## src/design/bgp_pkg.sv

```systemverilog
// shared types and constants of the twelve-bit mosaic pixel packer
// assumes one clock domain and a synchronous active-low reset
package bgp_pkg;

    localparam int unsigned PIX_W     = 12;
    localparam int unsigned BYTE_W    = 8;
    localparam int unsigned NIB_W     = 4;
    localparam int unsigned HI_LSB    = 4;
    localparam int unsigned HI_MSB    = 11;
    localparam int unsigned LO_MSB    = 3;
    localparam int unsigned CNT_W     = 16;

    localparam logic [11:0] PIX_MAX   = 12'hfff;
    localparam logic [11:0] PIX_ZERO  = 12'h000;

    typedef enum logic [1:0] {
        BGP_COL_GREEN = 2'h0,
        BGP_COL_BLUE  = 2'h1,
        BGP_COL_RED   = 2'h2
    } bgp_colour_t;

    // which byte of a three-byte group is on the output
    typedef enum logic [1:0] {
        BGP_PH_EARLY_HI = 2'h0,
        BGP_PH_MIXED_LO = 2'h1,
        BGP_PH_LATE_HI  = 2'h2
    } bgp_phase_t;

    typedef struct packed {
        logic [11:0] data;
        logic        sof;
        logic        eol;
    } bgp_pix_t;

    typedef struct packed {
        logic [11:0] early;
        logic [11:0] late;
        logic        odd_line;
        logic        first;
        logic        last;
    } bgp_grp_t;

    typedef struct packed {
        logic [7:0]  data;
        bgp_colour_t colour;
        logic        odd_line;
        logic        first;
        logic        last;
    } bgp_byte_t;

    localparam bgp_byte_t BYTE_RST = '{8'h00, BGP_COL_GREEN, 1'b0, 1'b0,
                                       1'b0};

    // mosaic colour of a pixel from line parity and position in the pair
    function automatic bgp_colour_t bgp_colour_of(input logic odd_line,
                                                  input logic late);
        if (odd_line) begin
            bgp_colour_of = late ? BGP_COL_GREEN : BGP_COL_RED;
        end else begin
            bgp_colour_of = late ? BGP_COL_BLUE : BGP_COL_GREEN;
        end
    endfunction : bgp_colour_of

endpackage : bgp_pkg

```

## src/design/bgp_packer.sv

```systemverilog
// green/blue-first twelve-bit packed mosaic pixel packer, top level
// assumes pixel source and byte sink share sys_clk with valid/ready flow
`timescale 1ns/100ps
module bgp_packer (
    input  wire logic               sys_clk,
    input  wire logic               nrst,
    input  wire logic               green_blue_first_twelve_bit_packed_mode,
    input  wire logic               pix_valid,
    output logic                    pix_ready,
    input  wire bgp_pkg::bgp_pix_t  pix_in,
    output logic                    out_valid,
    input  wire logic               out_ready,
    output bgp_pkg::bgp_byte_t      out_byte,
    output logic                    line_odd,
    output logic [15:0]             line_count,
    output logic                    odd_tail
);
    import bgp_pkg::*;

    typedef enum logic [1:0] {
        BGP_ST_FIRST  = 2'h0,
        BGP_ST_SECOND = 2'h1,
        BGP_ST_FLUSH  = 2'h2
    } bgp_state_t;

    bgp_state_t       state_r;
    bgp_state_t       state_nxt;
    logic [11:0]      early_r;
    logic [11:0]      early_nxt;
    logic             first_r;
    logic             first_nxt;
    logic             line_odd_r;
    logic             line_odd_nxt;
    logic             grp_odd_r;
    logic             grp_odd_nxt;
    logic [CNT_W-1:0] line_cnt_r;
    logic [CNT_W-1:0] line_cnt_nxt;
    logic             tail_r;
    logic             tail_nxt;
    logic             pix_acc;
    logic             grp_valid;
    logic             grp_ready;
    bgp_grp_t         grp;
    logic [11:0]      sample;

    // samples are taken as a bare twelve-bit unsigned code
    assign sample = pix_in.data & PIX_MAX;

    assign pix_ready = green_blue_first_twelve_bit_packed_mode
                       && (state_r == BGP_ST_FIRST
                           || (state_r == BGP_ST_SECOND && grp_ready));
    assign pix_acc   = pix_valid && pix_ready;

    always_comb begin
        grp       = '0;
        grp_valid = 1'b0;
        grp.early = early_r;
        grp.odd_line = grp_odd_r;
        grp.first = first_r;
        if (state_r == BGP_ST_SECOND) begin
            grp_valid = pix_valid && green_blue_first_twelve_bit_packed_mode;
            grp.late  = sample;
            grp.last  = pix_in.eol;
        end else if (state_r == BGP_ST_FLUSH) begin
            // a line that ends on an earlier pixel is closed with a zero mate
            grp_valid = 1'b1;
            grp.late  = PIX_ZERO;
            grp.last  = 1'b1;
        end
    end

    always_comb begin
        state_nxt    = state_r;
        early_nxt    = early_r;
        first_nxt    = first_r;
        line_odd_nxt = line_odd_r;
        grp_odd_nxt  = grp_odd_r;
        line_cnt_nxt = line_cnt_r;
        tail_nxt     = 1'b0;
        if (pix_acc) begin
            if (pix_in.sof) begin
                line_odd_nxt = 1'b0;
                line_cnt_nxt = '0;
            end
            if (state_r == BGP_ST_FIRST) begin
                early_nxt   = sample;
                grp_odd_nxt = pix_in.sof ? 1'b0 : line_odd_r;
                state_nxt   = pix_in.eol ? BGP_ST_FLUSH : BGP_ST_SECOND;
            end else begin
                state_nxt = BGP_ST_FIRST;
                first_nxt = 1'b0;
            end
            if (pix_in.eol) begin
                line_odd_nxt = ~(pix_in.sof ? 1'b0 : line_odd_r);
                line_cnt_nxt = (pix_in.sof ? '0 : line_cnt_r)
                               + CNT_W'(1);
                // an odd tail keeps its group flags until the flush leaves
                if (state_r == BGP_ST_SECOND) begin
                    first_nxt = 1'b1;
                end
                tail_nxt     = (state_r == BGP_ST_FIRST);
            end
        end else if (state_r == BGP_ST_FLUSH && grp_ready) begin
            state_nxt = BGP_ST_FIRST;
            first_nxt = 1'b1;
        end
    end

    always_ff @(posedge sys_clk) begin
        if (!nrst) begin
            state_r    <= BGP_ST_FIRST;
            early_r    <= PIX_ZERO;
            first_r    <= 1'b1;
            line_odd_r <= 1'b0;
            grp_odd_r  <= 1'b0;
            line_cnt_r <= '0;
            tail_r     <= 1'b0;
        end else begin
            state_r    <= state_nxt;
            early_r    <= early_nxt;
            first_r    <= first_nxt;
            line_odd_r <= line_odd_nxt;
            grp_odd_r  <= grp_odd_nxt;
            line_cnt_r <= line_cnt_nxt;
            tail_r     <= tail_nxt;
        end
    end

    assign line_odd   = line_odd_r;
    assign line_count = line_cnt_r;
    assign odd_tail   = tail_r;

    bgp_byte_emitter u_emit (
        .sys_clk   (sys_clk),
        .nrst      (nrst),
        .grp_valid (grp_valid),
        .grp_ready (grp_ready),
        .grp_in    (grp),
        .out_valid (out_valid),
        .out_ready (out_ready),
        .out_byte  (out_byte)
    );

    a_raw_capture: assert property (@(posedge sys_clk) disable iff (!nrst)
        pix_acc && state_r == BGP_ST_FIRST |=>
            early_r == $past(pix_in.data))
        else $error("earlier pixel altered on capture");

    a_sof_even: assert property (@(posedge sys_clk) disable iff (!nrst)
        pix_acc && pix_in.sof && !pix_in.eol |=> !line_odd_r)
        else $error("frame start did not give even line");

    a_line_toggle: assert property (@(posedge sys_clk) disable iff (!nrst)
        pix_acc && pix_in.eol && !pix_in.sof |=>
            line_odd_r != $past(line_odd_r))
        else $error("line parity did not advance");

    a_eol_restart: assert property (@(posedge sys_clk) disable iff (!nrst)
        pix_acc && pix_in.eol && state_r == BGP_ST_SECOND |=>
            state_r == BGP_ST_FIRST && first_r)
        else $error("pairing not restarted at line end");

    a_flush_bound: assert property (@(posedge sys_clk) disable iff (!nrst)
        state_r == BGP_ST_FLUSH |-> !pix_ready && grp_valid && grp.last)
        else $error("odd tail group not flushed");

    a_pair_go: assert property (@(posedge sys_clk) disable iff (!nrst)
        pix_acc && state_r == BGP_ST_FIRST && !pix_in.eol |=>
            state_r == BGP_ST_SECOND)
        else $error("earlier pixel not followed by pairing");

    a_sec_load: assert property (@(posedge sys_clk) disable iff (!nrst)
        pix_acc && state_r == BGP_ST_SECOND |-> grp_valid && grp_ready)
        else $error("later pixel taken without its group");

    a_cnt_clr: assert property (@(posedge sys_clk) disable iff (!nrst)
        pix_acc && pix_in.sof && !pix_in.eol |=> line_cnt_r == '0)
        else $error("line count not cleared at frame start");

    a_cnt_step: assert property (@(posedge sys_clk) disable iff (!nrst)
        pix_acc && pix_in.eol && !pix_in.sof |=>
            line_cnt_r == $past(line_cnt_r) + CNT_W'(1))
        else $error("line count did not advance");

    a_no_tail: assert property (@(posedge sys_clk) disable iff (!nrst)
        pix_acc && pix_in.eol && state_r == BGP_ST_SECOND |=> !tail_r)
        else $error("tail flagged on a paired line end");

    a_mode_in: assert property (@(posedge sys_clk) disable iff (!nrst)
        !green_blue_first_twelve_bit_packed_mode |->
            !grp_valid || state_r == BGP_ST_FLUSH)
        else $error("group loaded with packed mode off");

    a_mode_gate: assert property (@(posedge sys_clk) disable iff (!nrst)
        !green_blue_first_twelve_bit_packed_mode |-> !pix_ready)
        else $error("pixel taken with packed mode off");

endmodule : bgp_packer

```

## src/design/bgp_byte_emitter.sv

```systemverilog
// serialises one pixel pair into three bytes
// assumes groups come from the pairing logic on the same clock
`timescale 1ns/100ps
module bgp_byte_emitter (
    input  wire logic              sys_clk,
    input  wire logic              nrst,
    input  wire logic              grp_valid,
    output logic                   grp_ready,
    input  wire bgp_pkg::bgp_grp_t grp_in,
    output logic                   out_valid,
    input  wire logic              out_ready,
    output bgp_pkg::bgp_byte_t     out_byte
);
    import bgp_pkg::*;

    logic       full_r;
    logic       full_nxt;
    bgp_phase_t phase_r;
    bgp_phase_t phase_nxt;
    bgp_grp_t   grp_r;
    bgp_grp_t   grp_nxt;
    bgp_byte_t  byte_r;
    bgp_byte_t  byte_nxt;
    logic       take_out;

    assign take_out  = full_r && out_ready;
    assign grp_ready = !full_r || (take_out && phase_r == BGP_PH_LATE_HI);
    assign out_valid = full_r;
    assign out_byte  = byte_r;

    always_comb begin
        full_nxt  = full_r;
        phase_nxt = phase_r;
        grp_nxt   = grp_r;
        byte_nxt  = byte_r;
        if (grp_valid && grp_ready) begin
            // upper bits of the earlier pixel lead the group
            full_nxt  = 1'b1;
            phase_nxt = BGP_PH_EARLY_HI;
            grp_nxt   = grp_in;
            byte_nxt  = '{grp_in.early[HI_MSB:HI_LSB],
                          bgp_colour_of(grp_in.odd_line, 1'b0),
                          grp_in.odd_line, grp_in.first, 1'b0};
        end else if (take_out) begin
            case (phase_r)
                BGP_PH_EARLY_HI: begin
                    phase_nxt = BGP_PH_MIXED_LO;
                    byte_nxt  = '{{grp_r.late[LO_MSB:0],
                                   grp_r.early[LO_MSB:0]},
                                  bgp_colour_of(grp_r.odd_line, 1'b0),
                                  grp_r.odd_line, 1'b0, 1'b0};
                end
                BGP_PH_MIXED_LO: begin
                    phase_nxt = BGP_PH_LATE_HI;
                    byte_nxt  = '{grp_r.late[HI_MSB:HI_LSB],
                                  bgp_colour_of(grp_r.odd_line, 1'b1),
                                  grp_r.odd_line, 1'b0, grp_r.last};
                end
                default: begin
                    full_nxt = 1'b0;
                end
            endcase
        end
    end

    always_ff @(posedge sys_clk) begin
        if (!nrst) begin
            full_r  <= 1'b0;
            phase_r <= BGP_PH_EARLY_HI;
            grp_r   <= '0;
            byte_r  <= BYTE_RST;
        end else begin
            full_r  <= full_nxt;
            phase_r <= phase_nxt;
            grp_r   <= grp_nxt;
            byte_r  <= byte_nxt;
        end
    end

    a_byte0_upper: assert property (@(posedge sys_clk) disable iff (!nrst)
        grp_valid && grp_ready |=>
            out_valid && out_byte.data == $past(grp_in.early[HI_MSB:HI_LSB]))
        else $error("first byte is not upper bits of earlier pixel");

    a_mid_nibbles: assert property (@(posedge sys_clk) disable iff (!nrst)
        take_out && phase_r == BGP_PH_EARLY_HI |=>
            out_byte.data == {grp_r.late[LO_MSB:0], grp_r.early[LO_MSB:0]})
        else $error("middle byte nibbles misplaced");

    a_last_upper: assert property (@(posedge sys_clk) disable iff (!nrst)
        take_out && phase_r == BGP_PH_MIXED_LO |=>
            out_byte.data == grp_r.late[HI_MSB:HI_LSB]
            && out_byte.last == grp_r.last)
        else $error("last byte is not upper bits of later pixel");

    a_stall_hold: assert property (@(posedge sys_clk) disable iff (!nrst)
        out_valid && !out_ready |=> out_valid && $stable(out_byte))
        else $error("byte changed while stalled");

    a_even_colour: assert property (@(posedge sys_clk) disable iff (!nrst)
        out_valid && !out_byte.odd_line |->
            out_byte.colour == ((phase_r == BGP_PH_LATE_HI) ? BGP_COL_BLUE
                                                           : BGP_COL_GREEN))
        else $error("even line colour order wrong");

    a_odd_colour: assert property (@(posedge sys_clk) disable iff (!nrst)
        out_valid && out_byte.odd_line |->
            out_byte.colour == ((phase_r == BGP_PH_LATE_HI) ? BGP_COL_GREEN
                                                           : BGP_COL_RED))
        else $error("odd line colour order wrong");

endmodule : bgp_byte_emitter

```

## config.mk

```make
export PLATFORM = sky130hd
export DESIGN_NAME = bgp_packer
export DESIGN_NICKNAME = d
export VERILOG_FILES = /design/src/design/bgp_pkg.sv /design/src/design/bgp_packer.sv /design/src/design/bgp_byte_emitter.sv
export SDC_FILE = /design/constraint.sdc
export NUM_CORES = 1
export LEC_CHECK = 0
export ABC_AREA = 0
export BUFFER_PORTS_ARGS = -buffer_cell sky130_fd_sc_hd__buf_2
export CORE_ASPECT_RATIO = 1.4
export CORE_MARGIN = 2
export CORE_UTILIZATION = 60
export CTS_CLUSTER_SIZE = 10
export DETAILED_ROUTE_END_ITERATION = 10
export GPL_ROUTABILITY_DRIVEN = 0
export PLACE_DENSITY = 0.84
export SYNTH_ARGS = -nofsm -noshare
export SYNTH_HDL_FRONTEND = slang
export SYNTH_SLANG_ARGS = --single-unit
```

## constraint.sdc

```tcl
create_clock -name sys_clk -period 5.3 [get_ports sys_clk]
set_input_delay 0.795 -clock sys_clk [delete_from_list [all_inputs] [get_ports sys_clk]]
set_output_delay 0.795 -clock sys_clk [all_outputs]
set_load 0.03 [all_outputs]
```

==> results.tsv, run 1 <==
stage	metric	value	unit
logic_synthesis	synthCells	366	
logic_synthesis	synth_cell_type_count	51	
global_route	grt_usage	0.2681	
logic_synthesis	ys_warn_count	0	
cts	hold_buffers	0	
cts	root_buffer	clkbuf_8	
logic_synthesis	async_flop_share	0	
sta	min_period_over_period	0.4681	
detailed_routing	vias_per_cell	6.201	
sta	max_freq	0.4031	GHz
detailed_routing	drc	0	
critical_path	worstSetupEndpointType	output pin	
cts	clockBufferDepth	2	
floorplan	die-area	0.005683	sq mm
global_route	antenna_found_initial	0	
sta	rsz0062_at_grt	no	
sta	final_hold_viol_count	0	
critical_path	cp.arrival	1.69	ns
cts	cts_tree	done	
critical_path	startpoint_type	flip-flop	
logic_synthesis	synth_ff_type	dfxtp_1	
cts	cts.sinks	68	
detailed_routing	drt_wl_total	7.329	mm
power	ir_drop	0.1474	mV
detailed_routing	wl_met3	464	um
layout	design_area	0.003472	sq mm
layout	regArea	0.001361	sq mm
sta	slew_headroom	0.3356	
global_route	grt_pass1_wl	11.94	mm
floorplan	start_util	0.6256	
sta	tns	0	ns
logic_synthesis	syn-cell-area	0.003053	sq mm
detailed_routing	drt_iter0_drc	229	
power	leakage	0.001417	uW
detailed_routing	wire_per_inst	15.69	um
sta	period_minus_slack	2.481	ns
detailed_routing	ant_nets	0	
sta	worst_slew_pin_slew	0.9930	ns
logic_synthesis	synth_edf_count	0	
logic_synthesis	syn-num-nets	386	
logic_synthesis	yosysSeqAreaShare	0.4459	
status	status	completed	
layout	fill_cells	418	
place	dp_hpwl	4.885	mm
global_route	grt_pass1_vias	2640	
layout	syn_to_final_growth	13.73	%
cts	cts_resized	0	
cts	clkTransAtPathRegs	0.07	ns
floorplan	die_height	88.40	um
detailed_routing	highest_layer	met4	
detailed_routing	met1Wirelength	2.954	mm
critical_path	worstSetupPathType	reg2out	
layout	drive_gt1_frac	0.1935	
cts	cts_made_buffers	9	
sta	finalHoldWorstSlack	0.4559	ns
place	dpl_worst_slack	2.707	ns
job	drv_cap	0	
detailed_routing	num_vias	2896	
place	portBuffers	51	
sta	report.final.setup_viol	0	
sta	timing.final.ws_setup	2.819	ns
layout	fin_util	0.7115	
place	placed_cell_area	0.003294	sq mm
cts	htree_levels	3	
detailed_routing	met2_length	3.772	mm
logic_synthesis	syn-mean-instance-area	8.341	sq um
floorplan	ioPinCount	52	
min_path	min_path_type	reg2reg	
cts	postCtsSetupRepairBufs	0	
critical_path	critPathRequiredTime	4.51	ns
floorplan	rows	30	
critical_path	cp_max_fo	17	
layout	diodes	0	
sta	finalClockSkew	0.008930	ns
cts	insertion_delay	0.34	ns
floorplan	die_w	64.29	um
layout	finalNetCount	421	
global_route	grt_max_degree	43	
detailed_routing	drtPass1Iterations	5	
logic_synthesis	yosys_register_bits	68	
global_route	grt_overflow_total	0	
sta	maxSlewViolCount	0	
power	powerDensity	294.3	mW/mm^2
layout	multi_input_area	0.001575	sq mm
floorplan	core_area	0.004880	sq mm
-- Yosys cell counts (3+ instances only) --
cell	count	area share
a211oi_1	11	0.027
a21oi_1	45	0.074
a22o_1	12	0.034
a31oi_1	6	0.012
and2_1	5	0.010
and3_1	7	0.014
clkbuf_1	24	0.030
dfxtp_1	68	0.45
inv_1	3	0.0037
mux2i_1	8	0.026
nand2_1	45	0.055
nand3_1	17	0.028
nand3b_1	6	0.015
nand4_1	6	0.012
nor2_1	32	0.039
nor2b_1	3	0.0061
nor4_1	4	0.0082
o211ai_1	4	0.0098
o21ai_0	15	0.025
o221ai_1	4	0.011
or4_1	4	0.0098
-- layer usage --
layer / vias to the layer above / GRT usage
met4: 0 / 0.1257
met1: 1363 / 0.3081
met3: 14 / 0.07252
met5: - / 0
li1: 1402 / -
met2: 117 / 0.4650
-- critical path, stage by stage, from the launching register on --
cell and delay [ns]:
dfxtp_1 0.70, nand3b_1 0.35, a21oi_1 0.10, buf_2 0.19
-- worst paths after layout --
check                           cells past startpoint                 end  slack (ns)                from
worst min-delay path                                2  u_emit.out_byte[0]        0.46  u_emit.out_byte[0]
worst max register to register                      4       line_count[5]        2.93   u_emit.phase_r[0]
worst max-delay path                                3           pix_ready        2.82   u_emit.phase_r[0]
worst min register to register                      2  u_emit.out_byte[0]        0.46  u_emit.out_byte[0]
-- power by group --
group	internal (uW)	switching, uW
Clock	221	182
Sequential	524	9.85
Combinational	26.2	59.4
-- cells in the final DEF, fill, tap and decap left out, drive strengths merged, types with 2 or more instances in the layout --
| cell type | count |
|---|---|
| nand4 | 6 |
| o21ai | 15 |
| nor3b | 2 |
| and4b | 2 |
| a22o | 12 |
| nand2 | 45 |
| mux2i | 8 |
| nand4b | 3 |
| nor2b | 3 |
| o211ai | 4 |
| nor4 | 4 |
| a31oi | 6 |
| and2 | 5 |
| dfxtp | 68 |
| clkbuf | 10 |
| or4 | 6 |
| nand3 | 17 |
| clkinv | 2 |
| and3 | 8 |
| a211o | 2 |
| nor2 | 32 |
| inv | 4 |
| nor3 | 2 |
| nand3b | 6 |
| o221ai | 4 |
| a211oi | 11 |
| o31a | 2 |
| a21oi | 45 |
| buf | 52 |
-- area by class of cell --
cell class / count / area share
multi-input cells: 266 / 0.4537
clock inverters: 3 / 0.01153
clock buffers: 10 / 0.03964
inverters: 4 / 0.004324
well taps: 64 / 0.02306
flip-flops and latches: 68 / 0.3921
repair buffers: 52 / 0.07568
-- through the flow --
step | power (uW) | instances
final | 1022 | 467
after global routing | 1059 | 467
after CTS | 1024 | 467
after detailed placement | 629.5 | 454
after global placement | 627.3 | 454
after floorplan | 602.5 | 366
-- state kept, by name, summed over array words and instances (netlist names) --
name	count
u_emit.grp_r	18
line_count	16
u_emit.out_byte	13
early_r	12
state_r	2
u_emit.phase_r	2
first_r	1
grp_odd_r	1
line_odd	1
odd_tail	1
u_emit.out_valid	1
-- cell families after synthesis --
kind of cell	count (synthesis)	share of synthesized area
AND/OR/NAND/NOR	147	0.2512
flip-flops	68	0.4459
XOR/XNOR	1	0.002869
multiplexers	8	0.02623
adder cells (fa/ha/maj)	1	0.004098
AO/OA/AOI/OAI	109	0.2295
buffers and inverters	32	0.04016
No activity file was read; power rests on OpenSTA's default activity.
==> run 2, diff against run 1 <==
--- a/config.mk
+++ b/config.mk
@@ -9,11 +9,11 @@
 export BUFFER_PORTS_ARGS = -buffer_cell sky130_fd_sc_hd__buf_2
 export CORE_ASPECT_RATIO = 1.4
 export CORE_MARGIN = 2
-export CORE_UTILIZATION = 60
+export CORE_UTILIZATION = 50
 export CTS_CLUSTER_SIZE = 10
 export DETAILED_ROUTE_END_ITERATION = 10
 export GPL_ROUTABILITY_DRIVEN = 0
-export PLACE_DENSITY = 0.84
+export PLACE_DENSITY = 0.75
 export SYNTH_ARGS = -nofsm -noshare
 export SYNTH_HDL_FRONTEND = slang
 export SYNTH_SLANG_ARGS = --single-unit
==> constraint.sdc (replaced) <==
create_clock -name sys_clk -period 2.2 [get_ports sys_clk]
set_input_delay 0.33 -clock sys_clk [delete_from_list [all_inputs] [get_ports sys_clk]]
set_output_delay 0.33 -clock sys_clk [all_outputs]
set_load 0.03 [all_outputs]
==> run 2 against run 1 <==
First-iteration DRC count down 26%. Critical path depth up 1. Final area up 5.0%. Wire length up 3.0%. Global-route usage down 4.0 points. Die area up 19%. Non-clock buffer count up 20. Sequential power up 140%. Hold slack worse by 0.25 ns.
==> results.tsv, run 2 (synthesis gave the netlist of run 1 again) <==
stage	metric	value	unit
sta	report.final.setup_viol	0	
status	status	completed	
detailed_routing	drt_iter0_drc	170	
detailed_routing	ant_nets	0	
layout	drive_gt1_frac	0.2300	
place	place_inst	480	
global_route	grt_pass1_wl	12.24	mm
sta	timing.final.ws_setup	0.2594	ns
layout	finalNetCount	441	
global_route	grt_usage	0.2286	
floorplan	die_height	96.46	um
detailed_routing	drtPass1Iterations	4	
critical_path	crit_buf_inv	0	
layout	top_register	u_emit.grp_r	
floorplan	ioPinCount	52	
critical_path	worstSetupPathType	reg2reg	
sta	maxSlewViolCount	0	
layout	final_common_cell	dfxtp_1	
cts	htree_levels	3	
sta	worst_slew_pin_slew	0.4551	ns
critical_path	slowest_delay	0.58	ns
cts	cts_tree	done	
cts	clkTransAtPathRegs	0.07	ns
cts	postCtsSetupRepairBufs	0	
critical_path	worstSetupEndpointType	flip-flop	
place	dp_hpwl	5.210	mm
power	leakage	0.001519	uW
floorplan	die_w	70.04	um
floorplan	die-area	0.006756	sq mm
sta	tns	0	ns
critical_path	cp.arrival	2.22	ns
layout	diodes	0	
floorplan	core_area	0.005863	sq mm
sta	finalClockSkew	0.007813	ns
sta	rsz0062_at_grt	no	
power	ir_drop	0.4929	mV
floorplan	start_util	0.5207	
power	power	2467	uW
cts	cts_made_buffers	9	
job	drv_cap	0	
cts	clockBufferDepth	2	
global_route	grt_pass1_vias	2714	
place	dpl_worst_slack	0.2562	ns
sta	min_period_over_period	0.8821	
detailed_routing	drc	0	
sta	period_minus_slack	1.941	ns
cts	cts_resized	0	
place	portBuffers	51	
cts	root_buffer	clkbuf_8	
floorplan	rows	33	
sta	slew_headroom	0.6948	
layout	layout_common_cells	dfxtp_1 (68), buf_2 (51), a21oi_1 (45), nand2_1 (45), nor2_1 (32)	
sta	final_hold_viol_count	0	
critical_path	cp_cell_sequence	nand4b_4 -> or4_4 -> or4_1 -> a21oi_1	
critical_path	cp_top_family	simple AND/OR/NAND/NOR gates	
layout	syn_to_final_growth	19.43	%
cts	cts.sinks	68	
critical_path	slowest_stage	or4_4	
detailed_routing	vias_per_cell	6.026	
layout	finalNonFillerCells	496	
critical_path	startpoint_type	flip-flop	
global_route	grt_max_degree	25	
critical_path	cp_max_fo	9	
min_path	min_path_type	in2reg	
power	powerDensity	676.7	mW/mm^2
cts	hold_buffers	0	
critical_path	reg2reg_slack	0.26	ns
critical_path	critPathRequiredTime	2.48	ns
detailed_routing	wire_per_inst	15.22	um
global_route	antenna_found_initial	0	
layout	largest_register_ff_count	18	
global_route	grt_overflow_total	0	
detailed_routing	num_vias	2989	
sta	max_freq	0.5153	GHz
cts	insertion_delay	0.35	ns
detailed_routing	drt_wl_total	7.547	mm
==> run 2: changes by cell type in the layout (fill, tap and decap cells not counted), sizes merged <==
cell / previous run / this run
bufinv: 1 / 0
clkinv: 2 / 1
buf: 52 / 72
clkbuf: 10 / 15
==> run 2: layout make-up <==
cell class	count	area, sq um
fill	532	2217
multi-input combinational	266	1575
sequential	68	1361
timing repair buffer	72	425.4
clock buffer	15	176.4
tap	70	87.58
inverter	4	15.01
clock inverter	1	5.005
==> run 2: routing by layer <==
layer  vias to the layer above  track usage  part of all wire
met5                         -            0                 0
met4                         0       0.1651             0.032
met3                        19      0.03423             0.050
met2                       100       0.3889              0.50
met1                      1431       0.2635              0.42
li1                       1439            -                 -
==> run 2: final timing paths <==
kind                      start                  to  depth (start not counted)
max               line_count[2]      line_count[13]                          4
min                  pix_in[13]    u_emit.grp_r[14]                          2
max reg2reg       line_count[2]      line_count[13]                          4
min reg2reg  u_emit.out_byte[0]  u_emit.out_byte[0]                          2
==> run 2: where the power goes <==
group          switching, uW  internal (uW)  total (uW)
combinational            152           82.7         235
sequential              19.4           1260        1280
clock                    450            502         952
==> run 2: metrics by stage <==
stage	util	instance area, sq um	hold WS, ns
after floorplan	-	3053	0.4357
after global placement	0.5909	3465	0.4417
after detailed placement	0.5909	3465	0.4468
after CTS	0.6219	3646	0.2013
after global routing	0.6219	3646	0.2121
final	0.6219	3646	0.2071
==> run 3, diff against run 2 <==
--- a/config.mk
+++ b/config.mk
@@ -5,7 +5,7 @@
 export SDC_FILE = /design/constraint.sdc
 export NUM_CORES = 1
 export LEC_CHECK = 0
-export ABC_AREA = 0
+export ABC_AREA = 1
 export BUFFER_PORTS_ARGS = -buffer_cell sky130_fd_sc_hd__buf_2
 export CORE_ASPECT_RATIO = 1.4
 export CORE_MARGIN = 2
==> run 3 against run 2 <==
Die area shrank 0.74%. First-iteration DRC count is 24% higher. Combinational power decreased by 7%. Maximum frequency increased by 11%. Sequential share of layout area grew 0.93 points. Wire length fell by 2.0%. Critical path depth is 2 higher. Register-to-register slack gained 0.30 ns. Hold slack improved by 0.0061 ns. Highest routed layer unchanged.
==> results.tsv, run 3 <==
stage	metric	value	unit
status	status	completed	
layout	finalNetCount	490	
floorplan	die_height	96.10	um
layout	drive_gt1_frac	0.1895	
floorplan	core_area	0.005863	sq mm
detailed_routing	drt_iter0_drc	211	
critical_path	slowest_delay	0.51	ns
floorplan	rows	33	
detailed_routing	ant_nets	0	
logic_synthesis	yosys.area.top_type_share	0.4494	
global_route	grt_overflow_total	0	
layout	top_register	u_emit.grp_r	
power	leakage	0.001516	uW
global_route	grt_usage	0.2305	
cts	cts_tree	done	
critical_path	cp_cell_sequence	inv_2 -> nand3_2 -> nand3_2 -> nand2_1 -> inv_1 -> buf_2	
critical_path	slowest_stage	dfxtp_1	
place	dp_hpwl	5.242	mm
cts	root_buffer	clkbuf_8	
logic_synthesis	yosys.area.top_type	dfxtp_1	
critical_path	critPathRequiredTime	1.87	ns
logic_synthesis	syn-num-nets	441	
sta	slew_headroom	0.7669	
detailed_routing	drc	0	
min_path	min_path_type	in2reg	
sta	finalClockSkew	0.008146	ns
sta	maxSlewViolCount	0	
sta	worst_slew_pin_slew	0.3488	ns
logic_synthesis	ys_warn_count	0	
logic_synthesis	async_flop_share	0	
sta	final_hold_viol_count	0	
sta	finalHoldWorstSlack	0.2132	ns
sta	period_minus_slack	1.745	ns
logic_synthesis	syn-cell-area	0.003029	sq mm
place	place_inst	529	
global_route	grt_pass1_vias	2789	
global_route	grt_pass1_wl	12.20	mm
floorplan	die_w	69.78	um
cts	cts_made_buffers	9	
critical_path	startpoint_type	flip-flop	
layout	syn_to_final_growth	17.43	%
floorplan	die-area	0.006706	sq mm
cts	clockBufferDepth	2	
detailed_routing	drtPass1Iterations	4	
logic_synthesis	synth.area.top_cells	dfxtp_1 (45%), nand2_1 (13%), nand3_1 (10%), nor2_1 (5.6%), a21oi_1 (4.0%)	
sta	max_freq	0.5732	GHz
critical_path	cp.arrival	1.41	ns
power	ir_drop	0.5673	mV
cts	cts_resized	0	
critical_path	worstSetupEndpointType	output pin	
detailed_routing	wire_per_inst	13.57	um
cts	postCtsSetupRepairBufs	0	
detailed_routing	vias_per_cell	5.394	
logic_synthesis	syn-mean-instance-area	7.195	sq um
logic_synthesis	yosysSeqAreaShare	0.4494	
floorplan	start_util	0.5166	
logic_synthesis	synth_edf_count	0	
layout	layout_common_cells	nand2_1 (106), dfxtp_1 (68), nand3_1 (62)	
cts	hold_buffers	0	
global_route	antenna_found_initial	0	
critical_path	cp_max_fo	8	
logic_synthesis	synth_most_common_cell	nand2_1	
critical_path	worstSetupPathType	reg2out	
sta	tns	0	ns
sta	report.final.setup_viol	0	
sta	min_period_over_period	0.7931	
cts	cts.sinks	68	
layout	largest_register_ff_count	18	
power	powerDensity	758.2	mW/mm^2
cts	clkTransAtPathRegs	0.07	ns
sta	rsz0062_at_grt	no	
cts	insertion_delay	0.35	ns
critical_path	cp_common_cell	nand3_2	
layout	diodes	0	
floorplan	ioPinCount	52	
job	drv_cap	0	
layout	final_common_cell	nand2_1	
global_route	grt_max_degree	27	
detailed_routing	num_vias	2940	
place	portBuffers	51	
cts	htree_levels	3	
logic_synthesis	synth_ff_type	dfxtp_1	
logic_synthesis	yosys_register_bits	68	
logic_synthesis	synth_cell_type_count	35	
logic_synthesis	synthCells	421	
detailed_routing	drt_wl_total	7.396	mm
logic_synthesis	synth.cells.most_frequent	nand2_1 (106), dfxtp_1 (68), nand3_1 (62)	
layout	finalNonFillerCells	545	
run 3: cell count changes after synthesis, moves of 5 or more:
cell      change
inv_1        +26
and2_1        -5
a22o_1       -12
clkbuf_1     -14
nand3b_1      -5
and3_1        -7
a21oi_1      -21
a211oi_1     -10
mux2i_1       -8
nand2_1      +61
nor2_1       +13
nand3_1      +45
run 3: metrics by stage:
stage	total power, uW	area (sq um)	setup WS, ns	utilization
floorplan	1455	3029	0.5871	-
global placement	1521	3321	0.5611	0.5664
detailed placement	1526	3321	0.5293	0.5664
CTS	2710	3557	0.4420	0.6067
global route	2792	3557	0.3341	0.6067
finish	2697	3557	0.4553	0.6067
run 3: cell type report:
cell class / count / area, sq um
Clock buffer: 13 / 168.9
Clock inverter: 3 / 67.56
Fill cell: 563 / 2306
Inverter: 34 / 132.6
Multi-Input combinational cell: 299 / 1431
Sequential cell: 68 / 1361
Tap cell: 70 / 87.58
Timing Repair Buffer: 58 / 307.8
run 3: cells by family after synthesis:
family | Yosys count | synth area share
AND/OR/NAND/NOR | 237 | 0.3507
flip-flops | 68 | 0.4494
AO/OA/AOI/OAI | 60 | 0.1148
buffers and inverters | 54 | 0.07806
XOR/XNOR | 1 | 0.002892
adder cells (fa/ha/maj) | 1 | 0.004130
run 3: worst paths after layout:
kind | from | end | slack [ns] | cells after the start
setup / recovery | u_emit.phase_r[0] | pix_ready | 0.46 | 6
hold / removal | pix_in[2] | u_emit.grp_r[3] | 0.21 | 3
setup reg to reg | u_emit.phase_r[0] | state_r[0] | 0.56 | 9
hold reg to reg | early_r[3] | early_r[3] | 0.46 | 2
run 3: report_power, final:
group | total [uW] | switching, uW | leakage [uW] | internal [uW]
logic | 219 | 159 | 0.000850 | 60.9
registers | 1280 | 20.1 | 0.000550 | 1260
clock network | 1200 | 466 | 0.000116 | 732
run 3: routing by layer:
metal,global-route usage,part of all wire
met2,0.4079,0.50
met5,0,0
met4,0.1314,0.033
met3,0.05550,0.060
met1,0.2531,0.40
run 3: worst max-delay path, delay by kind of cell, from the launching register on:
kind / cells / cell delay [ns]
buffers and inverters: 3 / 0.29
DFF: 1 / 0.51
and+or+nand+nor: 3 / 0.26
